**config.mk**
```make
export PLATFORM = sky130hd
export DESIGN_NAME = rldc_top
export DESIGN_NICKNAME = d
export VERILOG_FILES = /design/src/hdl/rldc_pkg.sv /design/src/hdl/rldc_ladder_decode.sv /design/src/hdl/rldc_top.sv
export SDC_FILE = /design/constraint.sdc
export NUM_CORES = 1
export LEC_CHECK = 0
export BUFFER_PORTS_ARGS = -buffer_cell sky130_fd_sc_hd__buf_2
export CORE_MARGIN = 8
export CORE_UTILIZATION = 30
export DETAILED_ROUTE_END_ITERATION = 10
export PLACE_DENSITY = 0.66
export SETUP_SLACK_MARGIN = 0.2
export SLEW_MARGIN = 20
export SYNTH_ARGS = -nofsm -noshare
export SYNTH_HDL_FRONTEND = slang
export SYNTH_HIERARCHICAL = 1
export SYNTH_SLANG_ARGS = --single-unit
```
**constraint.sdc**
```tcl
create_clock -name hclk -period 1.3 [get_ports hclk]
set_clock_uncertainty 0.1 [all_clocks]
set_input_delay 0.065 -clock hclk [delete_from_list [all_inputs] [get_ports hclk]]
set_output_delay 0.065 -clock hclk [all_outputs]
set_load 0.02 [all_outputs]
```
**src/hdl/rldc_pkg.sv**
```systemverilog
// Shared constants for the resistor-ladder reference control block.
// Assumes a 32-bit AHB-Lite slave window chosen by the fabric's hsel.
package rldc_pkg;

  // ==========================================================
  // Register map (byte addresses within the slave window)
  localparam logic [3:0] RLDC_CTRL_OFFSET = 4'h0;
  localparam logic [3:0] RLDC_LEVEL_OFFSET = 4'h4;
  localparam int RLDC_ADDR_LSB = 0;
  localparam int RLDC_ADDR_MSB = 3;

  // ==========================================================
  // Field positions of the control register
  localparam int RLDC_ON_BIT = 7;
  localparam int RLDC_LPP_BIT = 6;
  localparam int RLDC_PDE_BIT = 5;
  localparam int RLDC_PSS_LSB = 2;
  localparam int RLDC_PSS_MSB = 3;

  // ==========================================================
  // Field positions of the level register
  localparam int RLDC_CODE_LSB = 0;
  localparam int RLDC_CODE_MSB = 4;

  // ==========================================================
  // Reset values and writable-bit masks
  localparam logic [7:0] RLDC_CTRL_RESET = 8'h00;
  localparam logic [7:0] RLDC_LEVEL_RESET = 8'h00;
  localparam logic [7:0] RLDC_CTRL_WMASK = 8'hec;
  localparam logic [7:0] RLDC_LEVEL_WMASK = 8'h1f;

  // ==========================================================
  // Ladder geometry and codes
  localparam int RLDC_LEVELS = 32;
  localparam int RLDC_CODE_W = 5;
  localparam logic [4:0] RLDC_CODE_ONES = 5'h1f;
  localparam logic [4:0] RLDC_CODE_ZEROS = 5'h00;

  // ==========================================================
  // Positive source select codes and one-hot switch patterns
  localparam logic [1:0] RLDC_PSS_SUPPLY = 2'h0;
  localparam logic [1:0] RLDC_PSS_EXTREF = 2'h1;
  localparam logic [1:0] RLDC_PSS_FIXED = 2'h2;
  localparam logic [1:0] RLDC_PSS_RSVD = 2'h3;
  localparam logic [2:0] RLDC_SRC_SUPPLY = 3'h1;
  localparam logic [2:0] RLDC_SRC_EXTREF = 3'h2;
  localparam logic [2:0] RLDC_SRC_FIXED = 3'h4;
  localparam logic [2:0] RLDC_SRC_NONE = 3'h0;

  // ==========================================================
  // Bus values
  localparam logic [31:0] RLDC_RDATA_RESET = 32'h0000_0000;

endpackage

```
**src/hdl/rldc_ladder_decode.sv**
```systemverilog
// Combinational decode of the ladder fields into switch controls.
// Assumes its inputs come from registers; the caller registers outputs.
`timescale 1ns/1ns
`default_nettype none
module rldc_ladder_decode
  import rldc_pkg::*;
#(
  parameter int LEVELS = RLDC_LEVELS,
  parameter int CODE_W = RLDC_CODE_W
)
(
  input wire logic converter_on, // Ladder powered
  input wire logic low_power_polarity, // Clamp polarity
  input wire logic [1:0] positive_source_select, // Source code
  input wire logic [CODE_W-1:0] level_code, // Tap code
  output logic [LEVELS-1:0] tap_select, // One-hot tap
  output logic clamp_pos, // Output tied to top
  output logic clamp_neg, // Output tied to bottom
  output logic pos_connect, // Top end switch closed
  output logic neg_connect, // Bottom end switch closed
  output logic [2:0] source_select // One-hot source
);

  // ==========================================================
  // Elaboration check
  // The tap decoder needs exactly one tap per code
  if (LEVELS != (2 ** CODE_W))
  begin : g_bad_levels
    $error("LEVELS must equal two to the power CODE_W");
  end

  // ==========================================================
  // Tap decode: each code picks one tap, only while powered
  for (genvar i = 0; i < LEVELS; i++)
  begin : g_tap
    assign tap_select[i] = converter_on &&
      (level_code == CODE_W'(i));
  end

  // ==========================================================
  // Low-power clamps and end-switch control
  // Off state keeps just one end connected, so no ladder current flows
  assign clamp_pos = !converter_on && low_power_polarity &&
    (level_code == RLDC_CODE_ONES);
  assign clamp_neg = !converter_on && !low_power_polarity &&
    (level_code == RLDC_CODE_ZEROS);
  assign neg_connect = converter_on || !low_power_polarity;
  assign pos_connect = converter_on || low_power_polarity;

  // ==========================================================
  // Positive source: reserved code closes no switch at all
  assign source_select =
    (positive_source_select == RLDC_PSS_SUPPLY) ? RLDC_SRC_SUPPLY :
    (positive_source_select == RLDC_PSS_EXTREF) ? RLDC_SRC_EXTREF :
    (positive_source_select == RLDC_PSS_FIXED) ? RLDC_SRC_FIXED :
    RLDC_SRC_NONE;

endmodule
`default_nettype wire

```
**src/hdl/rldc_top.sv**
```systemverilog
// Resistor-ladder reference control: AHB-Lite registers and switch drive.
// Assumes one clock hclk, an AHB-Lite master and an analog ladder that
// follows the registered switch controls; the pin level is asynchronous.
//
// Operation
// - Ladder is powered only while converter_on is set.
// - Thirty-two levels, one ladder tap per five-bit level_code.
// - Enabled output is bottom source plus span times code over 32.
// - Off, polarity one, code all ones: clamp to top, bottom open.
// - Off, polarity zero, code all zeros: clamp to bottom, top open.
// - Off, polarity one opens bottom source; polarity zero opens top source.
// - Source code 00 supply, 01 external reference, 10 fixed buffer.
// - Pin drive enable routes output to pin, kills digital driver, detector.
// - Digital read of the pin returns zero while it carries output.
// - Wake from sleep leaves the control register untouched.
// - Reset disables ladder, frees the pin and clears level_code.
// - Control: on bit 7, polarity 6, pin enable 5, source 3-2.
// - Level register: code in bits 4-0, bits 7-5 read zero.
// - Control bits 4, 1, 0 read zero and ignore writes.
`timescale 1ns/1ns
`default_nettype none
module rldc_top
  import rldc_pkg::*;
(
  input wire logic hclk, // System clock, 50 MHz
  input wire logic hresetn, // Asynchronous reset, active low
  input wire logic hsel, // Slave select
  input wire logic [31:0] haddr, // Byte address
  input wire logic [1:0] htrans, // Transfer type
  input wire logic hwrite, // Write when high
  input wire logic [2:0] hsize, // Transfer size
  input wire logic [31:0] hwdata, // Write data
  input wire logic hready, // Bus ready in
  output logic [31:0] hrdata, // Read data
  output logic hreadyout, // Slave ready
  output logic hresp, // Always OKAY
  input wire logic wake_event, // Wake from sleep pulse
  input wire logic pin_level, // Raw digital level of the pin
  output logic ladder_power, // Ladder bias on
  output logic [RLDC_LEVELS-1:0] tap_select, // One-hot tap
  output logic clamp_pos, // Output tied to top source
  output logic clamp_neg, // Output tied to bottom source
  output logic pos_connect, // Top source switch closed
  output logic neg_connect, // Bottom source switch closed
  output logic [2:0] source_select, // One-hot positive source
  output logic pin_route_analog, // Output switched to pin
  output logic pin_driver_off, // Digital driver forced off
  output logic pin_detector_off, // Input detector forced off
  output logic pin_read_value // Digital read of the pin
);

  // ==========================================================
  // Register storage
  logic [7:0] ref_ladder_control;
  logic [7:0] ref_ladder_level;

  // Data-phase state captured from the address phase
  logic dp_wr_ctrl;
  logic dp_wr_level;

  // Pin synchroniser
  logic pin_meta;
  logic pin_sync;

  // ==========================================================
  // Address phase decode
  wire addr_take = hsel && htrans[1] && hready;
  wire [3:0] addr_low = haddr[RLDC_ADDR_MSB:RLDC_ADDR_LSB];
  wire hit_ctrl = addr_take && (addr_low == RLDC_CTRL_OFFSET);
  wire hit_level = addr_take && (addr_low == RLDC_LEVEL_OFFSET);
  wire take_read = addr_take && !hwrite;
  wire next_dp_wr_ctrl = hit_ctrl && hwrite;
  wire next_dp_wr_level = hit_level && hwrite;

  // ==========================================================
  // Register next values
  // Masks keep unimplemented bits at zero whatever software writes
  wire [7:0] next_control = dp_wr_ctrl ?
    (hwdata[7:0] & RLDC_CTRL_WMASK) : ref_ladder_control;
  wire [7:0] next_level = dp_wr_level ?
    (hwdata[7:0] & RLDC_LEVEL_WMASK) : ref_ladder_level;

  // ==========================================================
  // Read mux
  // Reads use next values so a read right after a write sees it;
  // unmapped offsets read zero and still answer OKAY
  wire [31:0] rd_ctrl = {24'h00_0000, next_control};
  wire [31:0] rd_level = {24'h00_0000, next_level};
  wire [31:0] next_hrdata = !take_read ? RLDC_RDATA_RESET :
    hit_ctrl ? rd_ctrl :
    hit_level ? rd_level : RLDC_RDATA_RESET;

  // ==========================================================
  // Field extraction
  wire f_on = ref_ladder_control[RLDC_ON_BIT];
  wire f_lpp = ref_ladder_control[RLDC_LPP_BIT];
  wire f_pde = ref_ladder_control[RLDC_PDE_BIT];
  wire [1:0] f_pss = ref_ladder_control[RLDC_PSS_MSB:RLDC_PSS_LSB];
  wire [RLDC_CODE_W-1:0] f_code =
    ref_ladder_level[RLDC_CODE_MSB:RLDC_CODE_LSB];

  // ==========================================================
  // Ladder decode
  wire [RLDC_LEVELS-1:0] next_tap_select;
  wire next_clamp_pos;
  wire next_clamp_neg;
  wire next_pos_connect;
  wire next_neg_connect;
  wire [2:0] next_source_select;

  rldc_ladder_decode #(
    .LEVELS(RLDC_LEVELS),
    .CODE_W(RLDC_CODE_W)
  ) u_decode (
    .converter_on(f_on),
    .low_power_polarity(f_lpp),
    .positive_source_select(f_pss),
    .level_code(f_code),
    .tap_select(next_tap_select),
    .clamp_pos(next_clamp_pos),
    .clamp_neg(next_clamp_neg),
    .pos_connect(next_pos_connect),
    .neg_connect(next_neg_connect),
    .source_select(next_source_select)
  );

  // Digital read is blanked while the pin carries the analog level
  wire next_pin_read = pin_sync && !f_pde;

  // ==========================================================
  // Bus handshake flops
  // Zero wait states, so hreadyout simply stays high after reset
  always_ff @(posedge hclk or negedge hresetn)
  begin
    if (!hresetn)
    begin
      hreadyout <= 1'b0;
      hresp <= 1'b0;
      hrdata <= RLDC_RDATA_RESET;
      dp_wr_ctrl <= 1'b0;
      dp_wr_level <= 1'b0;
    end
    else
    begin
      hreadyout <= 1'b1;
      hresp <= 1'b0;
      hrdata <= next_hrdata;
      dp_wr_ctrl <= next_dp_wr_ctrl;
      dp_wr_level <= next_dp_wr_level;
    end
  end

  // ==========================================================
  // Control registers
  // Only a bus write changes them; wake_event has no path here, so
  // the control contents survive a wake from sleep
  always_ff @(posedge hclk or negedge hresetn)
  begin
    if (!hresetn)
    begin
      ref_ladder_control <= RLDC_CTRL_RESET;
      ref_ladder_level <= RLDC_LEVEL_RESET;
    end
    else
    begin
      ref_ladder_control <= next_control;
      ref_ladder_level <= next_level;
    end
  end

  // ==========================================================
  // Pin level synchroniser
  always_ff @(posedge hclk or negedge hresetn)
  begin
    if (!hresetn)
    begin
      pin_meta <= 1'b0;
      pin_sync <= 1'b0;
    end
    else
    begin
      pin_meta <= pin_level;
      pin_sync <= pin_meta;
    end
  end

  // ==========================================================
  // Output flops
  // Registered so the analog switches never see decode glitches;
  // the cost is one extra cycle from register to switch
  always_ff @(posedge hclk or negedge hresetn)
  begin
    if (!hresetn)
    begin
      ladder_power <= 1'b0;
      tap_select <= '0;
      clamp_pos <= 1'b0;
      clamp_neg <= 1'b0;
      pos_connect <= 1'b0;
      neg_connect <= 1'b0;
      source_select <= RLDC_SRC_NONE;
      pin_route_analog <= 1'b0;
      pin_driver_off <= 1'b0;
      pin_detector_off <= 1'b0;
      pin_read_value <= 1'b0;
    end
    else
    begin
      ladder_power <= f_on;
      tap_select <= next_tap_select;
      clamp_pos <= next_clamp_pos;
      clamp_neg <= next_clamp_neg;
      pos_connect <= next_pos_connect;
      neg_connect <= next_neg_connect;
      source_select <= next_source_select;
      pin_route_analog <= f_pde;
      pin_driver_off <= f_pde;
      pin_detector_off <= f_pde;
      pin_read_value <= next_pin_read;
    end
  end

  // ==========================================================
  // Assertions
  // Checks arm one edge after reset release: an attempt that starts on
  // the releasing edge would otherwise see reset-valued outputs as wrong
  logic chk_armed;
  always_ff @(posedge hclk or negedge hresetn)
  begin
    if (!hresetn)
      chk_armed <= 1'b0;
    else
      chk_armed <= 1'b1;
  end

  wire wd_on = hwdata[RLDC_ON_BIT];
  wire [7:0] ctrl_unimpl = ref_ladder_control & ~RLDC_CTRL_WMASK;
  wire [7:0] level_unimpl = ref_ladder_level & ~RLDC_LEVEL_WMASK;
endmodule
`default_nettype wire

```
=== After elaboration in Yosys (flattened, before gate mapping) ===
Index checks and enable logic that the tools add are counted.

* Bitwise gates (word level): 0
* $lt $le $gt $ge: 0
* Reductions and logical operators: 53
* Equality and inequality tests: 34
* Div/mod/pow operators: 0
* $add $sub $neg: 0
* Shift operators: 0
* $mul: 0
* Mux-type cells: 8

{| class="wikitable"
|+ Operators with widths
! operator !! count
|-
| $eq 5x5->1 const B || 16
|-
| $logic_and 1x1->1 || 44
|-
| $eq 5x4->1 const B || 8
|-
| $mux 8 || 5
|-
| $eq 5x3->1 const B || 4
|-
| $eq 5x2->1 const B || 2
|-
| $mux 3 || 3
|-
| $eq 5x1->1 const B || 1
|-
| $logic_not 5->1 || 1
|-
| $eq 4x3->1 const B || 1
|-
| $logic_not 1->1 || 4
|-
| $logic_not 4->1 || 1
|-
| $eq 2x1->1 const B || 1
|-
| $eq 2x2->1 const B || 1
|-
| $logic_not 2->1 || 1
|-
| $logic_or 1x1->1 || 2
|}

* Memories kept: 0
* Input bits: 76
* Bits in latches: 0
* Memory bits (writable): 0
* Output and inout bits: 78
* Flip-flop bits (word level): 71
* ROM bits: 0

=== Depth between registers and ports, before layout ===
Gate-level depths: netlist of the first run.

* Depth after elaboration: 6
* Mapped depth: 4

=== Hierarchy ===
The synthesis of the first run kept the hierarchy.

{| class="wikitable"
|+ Modules (own cells, without submodules)
! module !! seq. area each (um^2) !! instances !! area an instance (um^2) !! cells each
|-
| rldc_top || 1776.7 || 1 || 2318.5 || 143
|-
| rldc_ladder_decode || 0.0 || 1 || 300.3 || 58
|}

=== Worst setup path before layout of the first run ===
Ideal clock, no wire load.

* Path kind: register to register
* Start point: register dp_wr_level
* End point: register hrdata[0]
* Data required time: 1.071 ns
* Setup slack: 0.045 ns
* Stages on the path, launching flop included: 5
* Arrival time: 1.026 ns
* Buffers on the path: 1
* Setup time: 0.129 ns
* Clock period less this slack: 1.255 ns
* Path through: dfrtp_1 > buf_2 > mux2_2 > a22oi_1 > nor2_1

* Word-level cells in the longest chain between the ends: 4

{| class="wikitable"
|+ Ends and longest elaborated chain
! item !! RTL line !! RTL
|-
| start: declaration || rldc_top.sv:59 || <nowiki>logic dp_wr_level;</nowiki>
|-
| start signal: assignment || rldc_top.sv:149 || <nowiki>dp_wr_level <= next_dp_wr_level;</nowiki>
|-
| $mux 8 || rldc_top.sv:80 || <nowiki>wire [7:0] next_level = dp_wr_level ?</nowiki>
|-
| via next_level[0] || rldc_top.sv:80 ||
|-
| $mux 8 || rldc_top.sv:91 || <nowiki>hit_level ? rd_level : RLDC_RDATA_RESET;</nowiki>
|-
| $mux 8 || rldc_top.sv:90 || <nowiki>hit_ctrl ? rd_ctrl :</nowiki>
|-
| $mux 8 || rldc_top.sv:89 || <nowiki>wire [31:0] next_hrdata = !take_read ? RLDC_RDATA_RESET :</nowiki>
|-
| via next_hrdata[0] || rldc_top.sv:89 ||
|-
| end signal: assignment || rldc_top.sv:147 || <nowiki>hrdata <= next_hrdata;</nowiki>
|-
| end: declaration || rldc_top.sv:34 || <nowiki>output logic [31:0] hrdata,</nowiki>
|}

The timed path passes the listed nets, and every way through them passes these cells.

=== Final worst setup path of the first run ===
* Start point: register dp_wr_level
* End point: register hrdata[1]

The elaborated chain is that of the path after synthesis.

==> results of run 1 <==
timing repair:
item	4_1_cts	5_1_grt
endpoints found under the setup margin	49	47
buffers inserted	4	4
hold buffers	14	0
endpoints found under the hold margin	85	0
pin swaps	13	12
resized for setup	37	17
cloned	1	0
per-layer routing:
layer | GRT usage, % | vias up | routed length (um)
met5 | 0 | - | 0
li1 | - | 828 | -
met3 | 4.81 | 10 | 597
met4 | 3.76 | 0 | 58
met1 | 12.1 | 872 | 2340
met2 | 16.7 | 77 | 3050
how the worst max path moves through the flow:
stage	startpoint	to	slack, ps	depth (start not counted)
2_1_floorplan	ref_ladder_level[4]	tap_select[0]	60	3
3_3_place_gp	dp_wr_level	hrdata[1]	-70	3
3_5_place_dp	dp_wr_level	hrdata[1]	-100	3
4_1_cts	dp_wr_level	hrdata[1]	20	3
5_1_grt	dp_wr_level	hrdata[0]	-40	3
6_report	dp_wr_level	hrdata[1]	10	3
through the flow:
stage | cell area (um2) | util, % | worst slack (ps) | hold slack, ps | TNS, ps
2_1_floorplan | 2730 | - | 62.1 | -331 | 0
3_3_place_gp | 3090 | 35.9 | -66.3 | 11.6 | -322
3_5_place_dp | 3090 | 35.9 | -102 | 21.3 | -504
4_1_cts | 3680 | 42.8 | 17.0 | 48.6 | 0
5_1_grt | 3760 | 43.8 | -35.7 | 95.6 | -152
6_report | 3760 | 43.8 | 12.9 | 72.6 | 0
worst max-delay path, stage by stage, from the launching register on:
cell	delay (ps)
dfrtp_2	500
mux2_4	350
a22oi_2	160
nor2_1	50
area by class of cell:
cell class / count / area (um2)
clock buffers: 10 / 138
clock inverters: 6 / 108
fillers: 834 / 4830
inverters: 2 / 7.51
multi-input cells: 121 / 877
flip-flops and latches: 71 / 1780
well taps: 108 / 135
repair buffers: 107 / 716
synth_stat cells (all sizes together):
cell,number
or4b,1
nand4,2
nor4,2
nand2b,5
nor2b,9
inv,2
nor2,43
mux2,10
buf,31
nand4bb,3
nor3,1
conb,2
nor4b,1
a22oi,8
nand3,1
nand2,2
nand4b,4
dfrtp,71
or2,3
power groups by stage:
stage | logic, mW | registers (mW) | clock network (mW)
floorplan | 0.254 | 2.41 | 0
global placement | 0.435 | 2.36 | 0
detailed placement | 0.446 | 2.36 | 0
CTS | 0.567 | 2.32 | 2.19
global route | 0.652 | 2.33 | 2.28
finish | 0.598 | 2.32 | 2.11
registers in the layout, summed over array words and instances (netlist names), 3 cells and up:
register and flops:
hrdata 8, ref_ladder_level 8, tap_select 32, source_select 3, ref_ladder_control 8
kinds of logic (layout without fill, tap and decap cells):
family,Yosys count,in the layout
other,2,26
DFF,71,71
AOI/OAI and AO/OA,8,8
and+or+nand+nor,77,77
buffers and inverters,33,125
muxes,10,10
==> summary.txt, run 1 <==
DP HPWL = 4270 um
Reg clk slew, reported paths = 70 ps
initial antenna violation count = 0
crit share post-route = 99.0%
vias = 1787
multiplexer area fraction after synthesis = 4.30%
commonest non-fill, non-tap cell in the layout = buf_2
FF-to-FF Start = dp_wr_level
Synth area leader = dfrtp_1
Synth Area in Adders = 0%
Worst EP arrival = 1410 ps
Worst Reg2Reg Path Length in Cells = 3
Cell variety after synth = 22
Die Span Y = 109 um
RR Endpoint = hrdata[1]
CTS tree = done
total gr overflow = 0
hold wc startpoint = haddr[2]
IR drop worst, VDD = 0.618 mV
Yosys top cell area share = 67.8%
first-pass GRT wire length = 9570 um
row cnt = 34
Fin. Hold Viols = 0
Synth Area per Inst = 13.0 um2
Final setup viols = 0
CTS root buf = clkbuf_8
total CTS buffers = 9
CP Capture Type = flip-flop
Clock Power Share = 41.9%
GR Util All Layers = 10.5%
Max Cap Violations = 0
Int Power = 3.86 mW
ranking of synthesized cells by area = dfrtp_1 (68%), buf_4 (7.7%), nor2_1 (6.2%)
Leakage = 1.90 nW
pin count of the biggest net entering global routing = 72
synth warn = 6
Final Slew Violations = 0
core area = 8590 um2
PwrDens = 1340 nW/um2
Setup Crit Path Kind = flip-flop to flip-flop
most frequent cells in the layout = buf_2 (69), dfrtp_1 (67), nor2_1 (33)
hold endpoint = dp_wr_ctrl
Syn Std Cell Area = 2620 um2
final layout net count = 388
Area Growth Syn to Fin = 43.7%
number of synthesized register bits = 71
Seq/Total Area, Yosys = 67.8%
# DRC = 0
startpoint types = flip-flop
H-tree levels = 3
Ant. Diodes = 0
xor/xnor share of the synthesized area = 0%
worst hold path type = primary input to flip-flop
Sw Ratio = 23.3%
largest family of logic cells by synthesized area = simple AND/OR/NAND/NOR gates
# IOs = 154
outcome = finished clean
antenna-violating nets left = 0
Routed WL = 6040 um
min cycle time layout = 1290 ps
die area = 12000 um2
drt pass-1 iters = 4
Initial DRC Count = 61
logic gate share of total power = 11.9%
RSZ-0062 raised after global routing = yes
Non-Filler Instances = 425
chip width = 109 um
Synth Area in Compound Gates = 2.29%
CP Max Fanout = 7
RePlAce Congestion = 0.724
DR vias/cell = 4.20
CTS Buffer Depth = 2
Routed WL per cell = 14.2 um
vias in the first global route = 1953
fmax = 0.777 GHz
Mapped Cells = 201
critical path required time = 1420 ps
Placed Cells = 386
share of layout cells above drive strength 1 = 48.6%
Final Power = 5.03 mW
R2R setup slack = 10 ps
Synth Area in Simple Gates = 16.5%
Switch Pwr = 1.17 mW
sequential power share = 46.2%
worst-skew pair later-pin latency = 340 ps
clock sink count = 71
IO buf count = 71
starting density of the core = 30.5%
Worst Hold Depth = 5
Power figures use the tool's default switching activity.
==> run 2: changes to the inputs <==
--- a/config.mk
+++ b/config.mk
@@ -5,11 +5,12 @@
 export SDC_FILE = /design/constraint.sdc
 export NUM_CORES = 1
 export LEC_CHECK = 0
+export ABC_AREA = 1
 export BUFFER_PORTS_ARGS = -buffer_cell sky130_fd_sc_hd__buf_2
 export CORE_MARGIN = 8
 export CORE_UTILIZATION = 30
 export DETAILED_ROUTE_END_ITERATION = 10
-export PLACE_DENSITY = 0.66
+export PLACE_DENSITY = 0.65
 export SETUP_SLACK_MARGIN = 0.2
 export SLEW_MARGIN = 20
 export SYNTH_ARGS = -nofsm -noshare
==> run 2 against run 1 <==
Register-to-register slack better by 150 ps; clock power down 19%; first-iteration DRC count up 3.3%; critical path depth up 1; sequential share of layout area up 2.0 points; global-route usage down 0.45 points; synthesized cell count up 36%; routed wire length up 2.6%; total power down 5.1%; critical path type unchanged; critical endpoint is now hrdata[6].
==> summary.txt, run 2 <==
outcome = finished clean
count of flip-flops with a built-in enable after synthesis = 0
RR Endpoint = hrdata[6]
drt pass-1 iters = 4
initial antenna violation count = 0
Worst EP arrival = 1300 ps
GR Util All Layers = 10.0%
CTS root buf = clkbuf_8
max reg flops = 32
Final Power = 4.77 mW
PwrDens = 1320 nW/um2
core area = 9020 um2
delay-heaviest family, CP = flip-flops
Cell variety after synth = 19
CTS Buffer Depth = 2
first-pass GRT wire length = 10200 um
starting density of the core = 30.3%
CP max stage cell = dfrtp_2
H-tree levels = 3
row cnt = 35
vias in the first global route = 2130
Mapped Cells = 274
CP Max Fanout = 6
Max stage delay on crit path = 430 ps
Setup Crit Path Kind = flip-flop to flip-flop
Synth area leader = dfrtp_1
# IOs = 154
Crit. path cell count = 4
crit path cell chain = buf_6 > o21ai_2 > nand2_1 > a21oi_2
RePlAce Congestion = 0.804
pin count of the biggest net entering global routing = 72
clock sink count = 71
Critical path origin = dp_wr_ctrl
synth warn = 6
vias = 1947
CP Capture Type = flip-flop
Leakage = 1.98 nW
share of layout cells above drive strength 1 = 34.9%
total CTS buffers = 9
Routed WL = 6200 um
CP bufs+invs = 1
ranking of synthesized cells by area = dfrtp_1 (65%), nand2_1 (7.8%), buf_4 (7.7%)
startpoint types = flip-flop
CTS tree = done
fraction of registers with async set or reset after synthesis = 100%
DR vias/cell = 4.02
Multi-input gate area = 835 um2
fill cell count = 921
# DRC = 0
IO buf count = 71
RSZ-0062 raised after global routing = yes
post-route design area = 3610 um2
Seq/Total Area, Yosys = 65.0%
Synth Area per Inst = 9.98 um2
number of synthesized register bits = 71
Fin Hold WS = 40.0 ps
antenna-violating nets left = 0
commonest non-fill, non-tap cell in the layout = buf_2
worst hold path type = primary input to flip-flop
Ant. Diodes = 0
critical path required time = 1460 ps
Initial DRC Count = 63
crit share post-route = 87.5%
Fin. Hold Viols = 0
Yosys top cell area share = 65.0%
register area = 1780 um2
FF-to-FF Start = dp_wr_ctrl
hold wc startpoint = haddr[2]
largest reg by FF count = tap_select
die area = 12400 um2
setup TNS = 0 ps
Max Cap Violations = 0
worst-skew pair later-pin latency = 330 ps
Die Span Y = 111 um
Final Slew Violations = 0
Reg clk slew, reported paths = 70 ps
total gr overflow = 0
critical path endpoint = hrdata[6]
Final setup viols = 0
fmax = 0.879 GHz
IR drop worst, VDD = 0.597 mV
Main synth FF type = dfrtp_1
Routed WL per cell = 12.8 um
Worst Reg2Reg Path Length in Cells = 4
Area Growth Syn to Fin = 32.1%
top-count cell post-synth = dfrtp_1
most frequent cells in the layout = buf_2 (71), dfrtp_1 (67), nand2_1 (52)
Syn Std Cell Area = 2740 um2
commonest cells in the netlist = dfrtp_1 (71), nand2_1 (57), nor2_1 (52), inv_1 (30), buf_4 (28)
DP HPWL = 4490 um
min cycle time layout = 1140 ps
chip width = 111 um
R2R setup slack = 160 ps
final layout net count = 444
cell area after placement = 3120 um2
-- run 2: cell count changes after synthesis, sizes merged, moves of 5 or more --
cell,change
nand2,+58
mux2,-10
nor2b,-9
nor2,+13
a21oi,+10
a22oi,-8
o21ai,+8
inv,+30
nand2b,-5
-- run 2: final cells by class --
cell class	instances	area share [%]
Inverter	32	3.33
Clock inverter	4	1.25
Tap cell	111	3.84
Multi-Input combinational cell	165	23.1
Timing Repair Buffer	89	15.1
Sequential cell	71	49.3
Clock buffer	12	4.02
-- run 2: routing by layer --
layer | GRT usage (%) | routed length (um) | vias to the layer above
met5 | 0 | 0 | -
met4 | 2.93 | 53 | 0
met3 | 3.76 | 429 | 7
met2 | 15.9 | 2960 | 77
met1 | 12.3 | 2760 | 909
li1 | - | - | 954
-- run 2: metrics by stage --
stage | utilization [%] | setup slack [ps] | std cells
after floorplan | - | 278 | 298
after CTS | 38.4 | 101 | 482
final | 40.0 | 162 | 484
after global routing | 40.0 | 103 | 484
after global placement | 34.6 | 80.0 | 452
after detailed placement | 34.6 | -2.33 | 452
-- run 2: how the worst min path moves through the flow --
stage,to,slack (ps),cells after the start
6_report,hrdata[7],40,5
5_1_grt,hrdata[7],50,5
4_1_cts,hrdata[7],30,5
3_5_place_dp,tap_select[9],20,2
3_3_place_gp,tap_select[25],10,2
2_1_floorplan,clamp_neg,-330,0
-- run 2: kinds of logic (layout without fill, tap and decap cells) --
family                 Yosys count  in the layout  share of synthesized area (%)
AOI/OAI and AO/OA               18             18                           3.29
buffers and inverters           62            137                           12.7
and+or+nand+nor                121            121                           18.8
other                            2             26                          0.275
DFF                             71             71                           65.0
-- run 2: power by group --
part / total [mW] / internal, mW / switching [mW]
sequential: 2.40 / 2.32 / 0.0822
clock: 1.70 / 0.931 / 0.768
combinational: 0.667 / 0.191 / 0.476
-- run 2: what timing repair did --
action / CTS / global route
setup buffers: 1 / 2
hold endpoints to repair: 87 / 0
hold buffers: 13 / 0
endpoints found under the setup margin: 27 / 41
resized for setup: 7 / 38
pin swaps: 1 / 3
-- run 2: worst min-delay path, stage by stage --
cell	delay [ps]
buf_2	120
nand2_1	60
nor2_1	50
nand3_1	60
a21oi_1	70
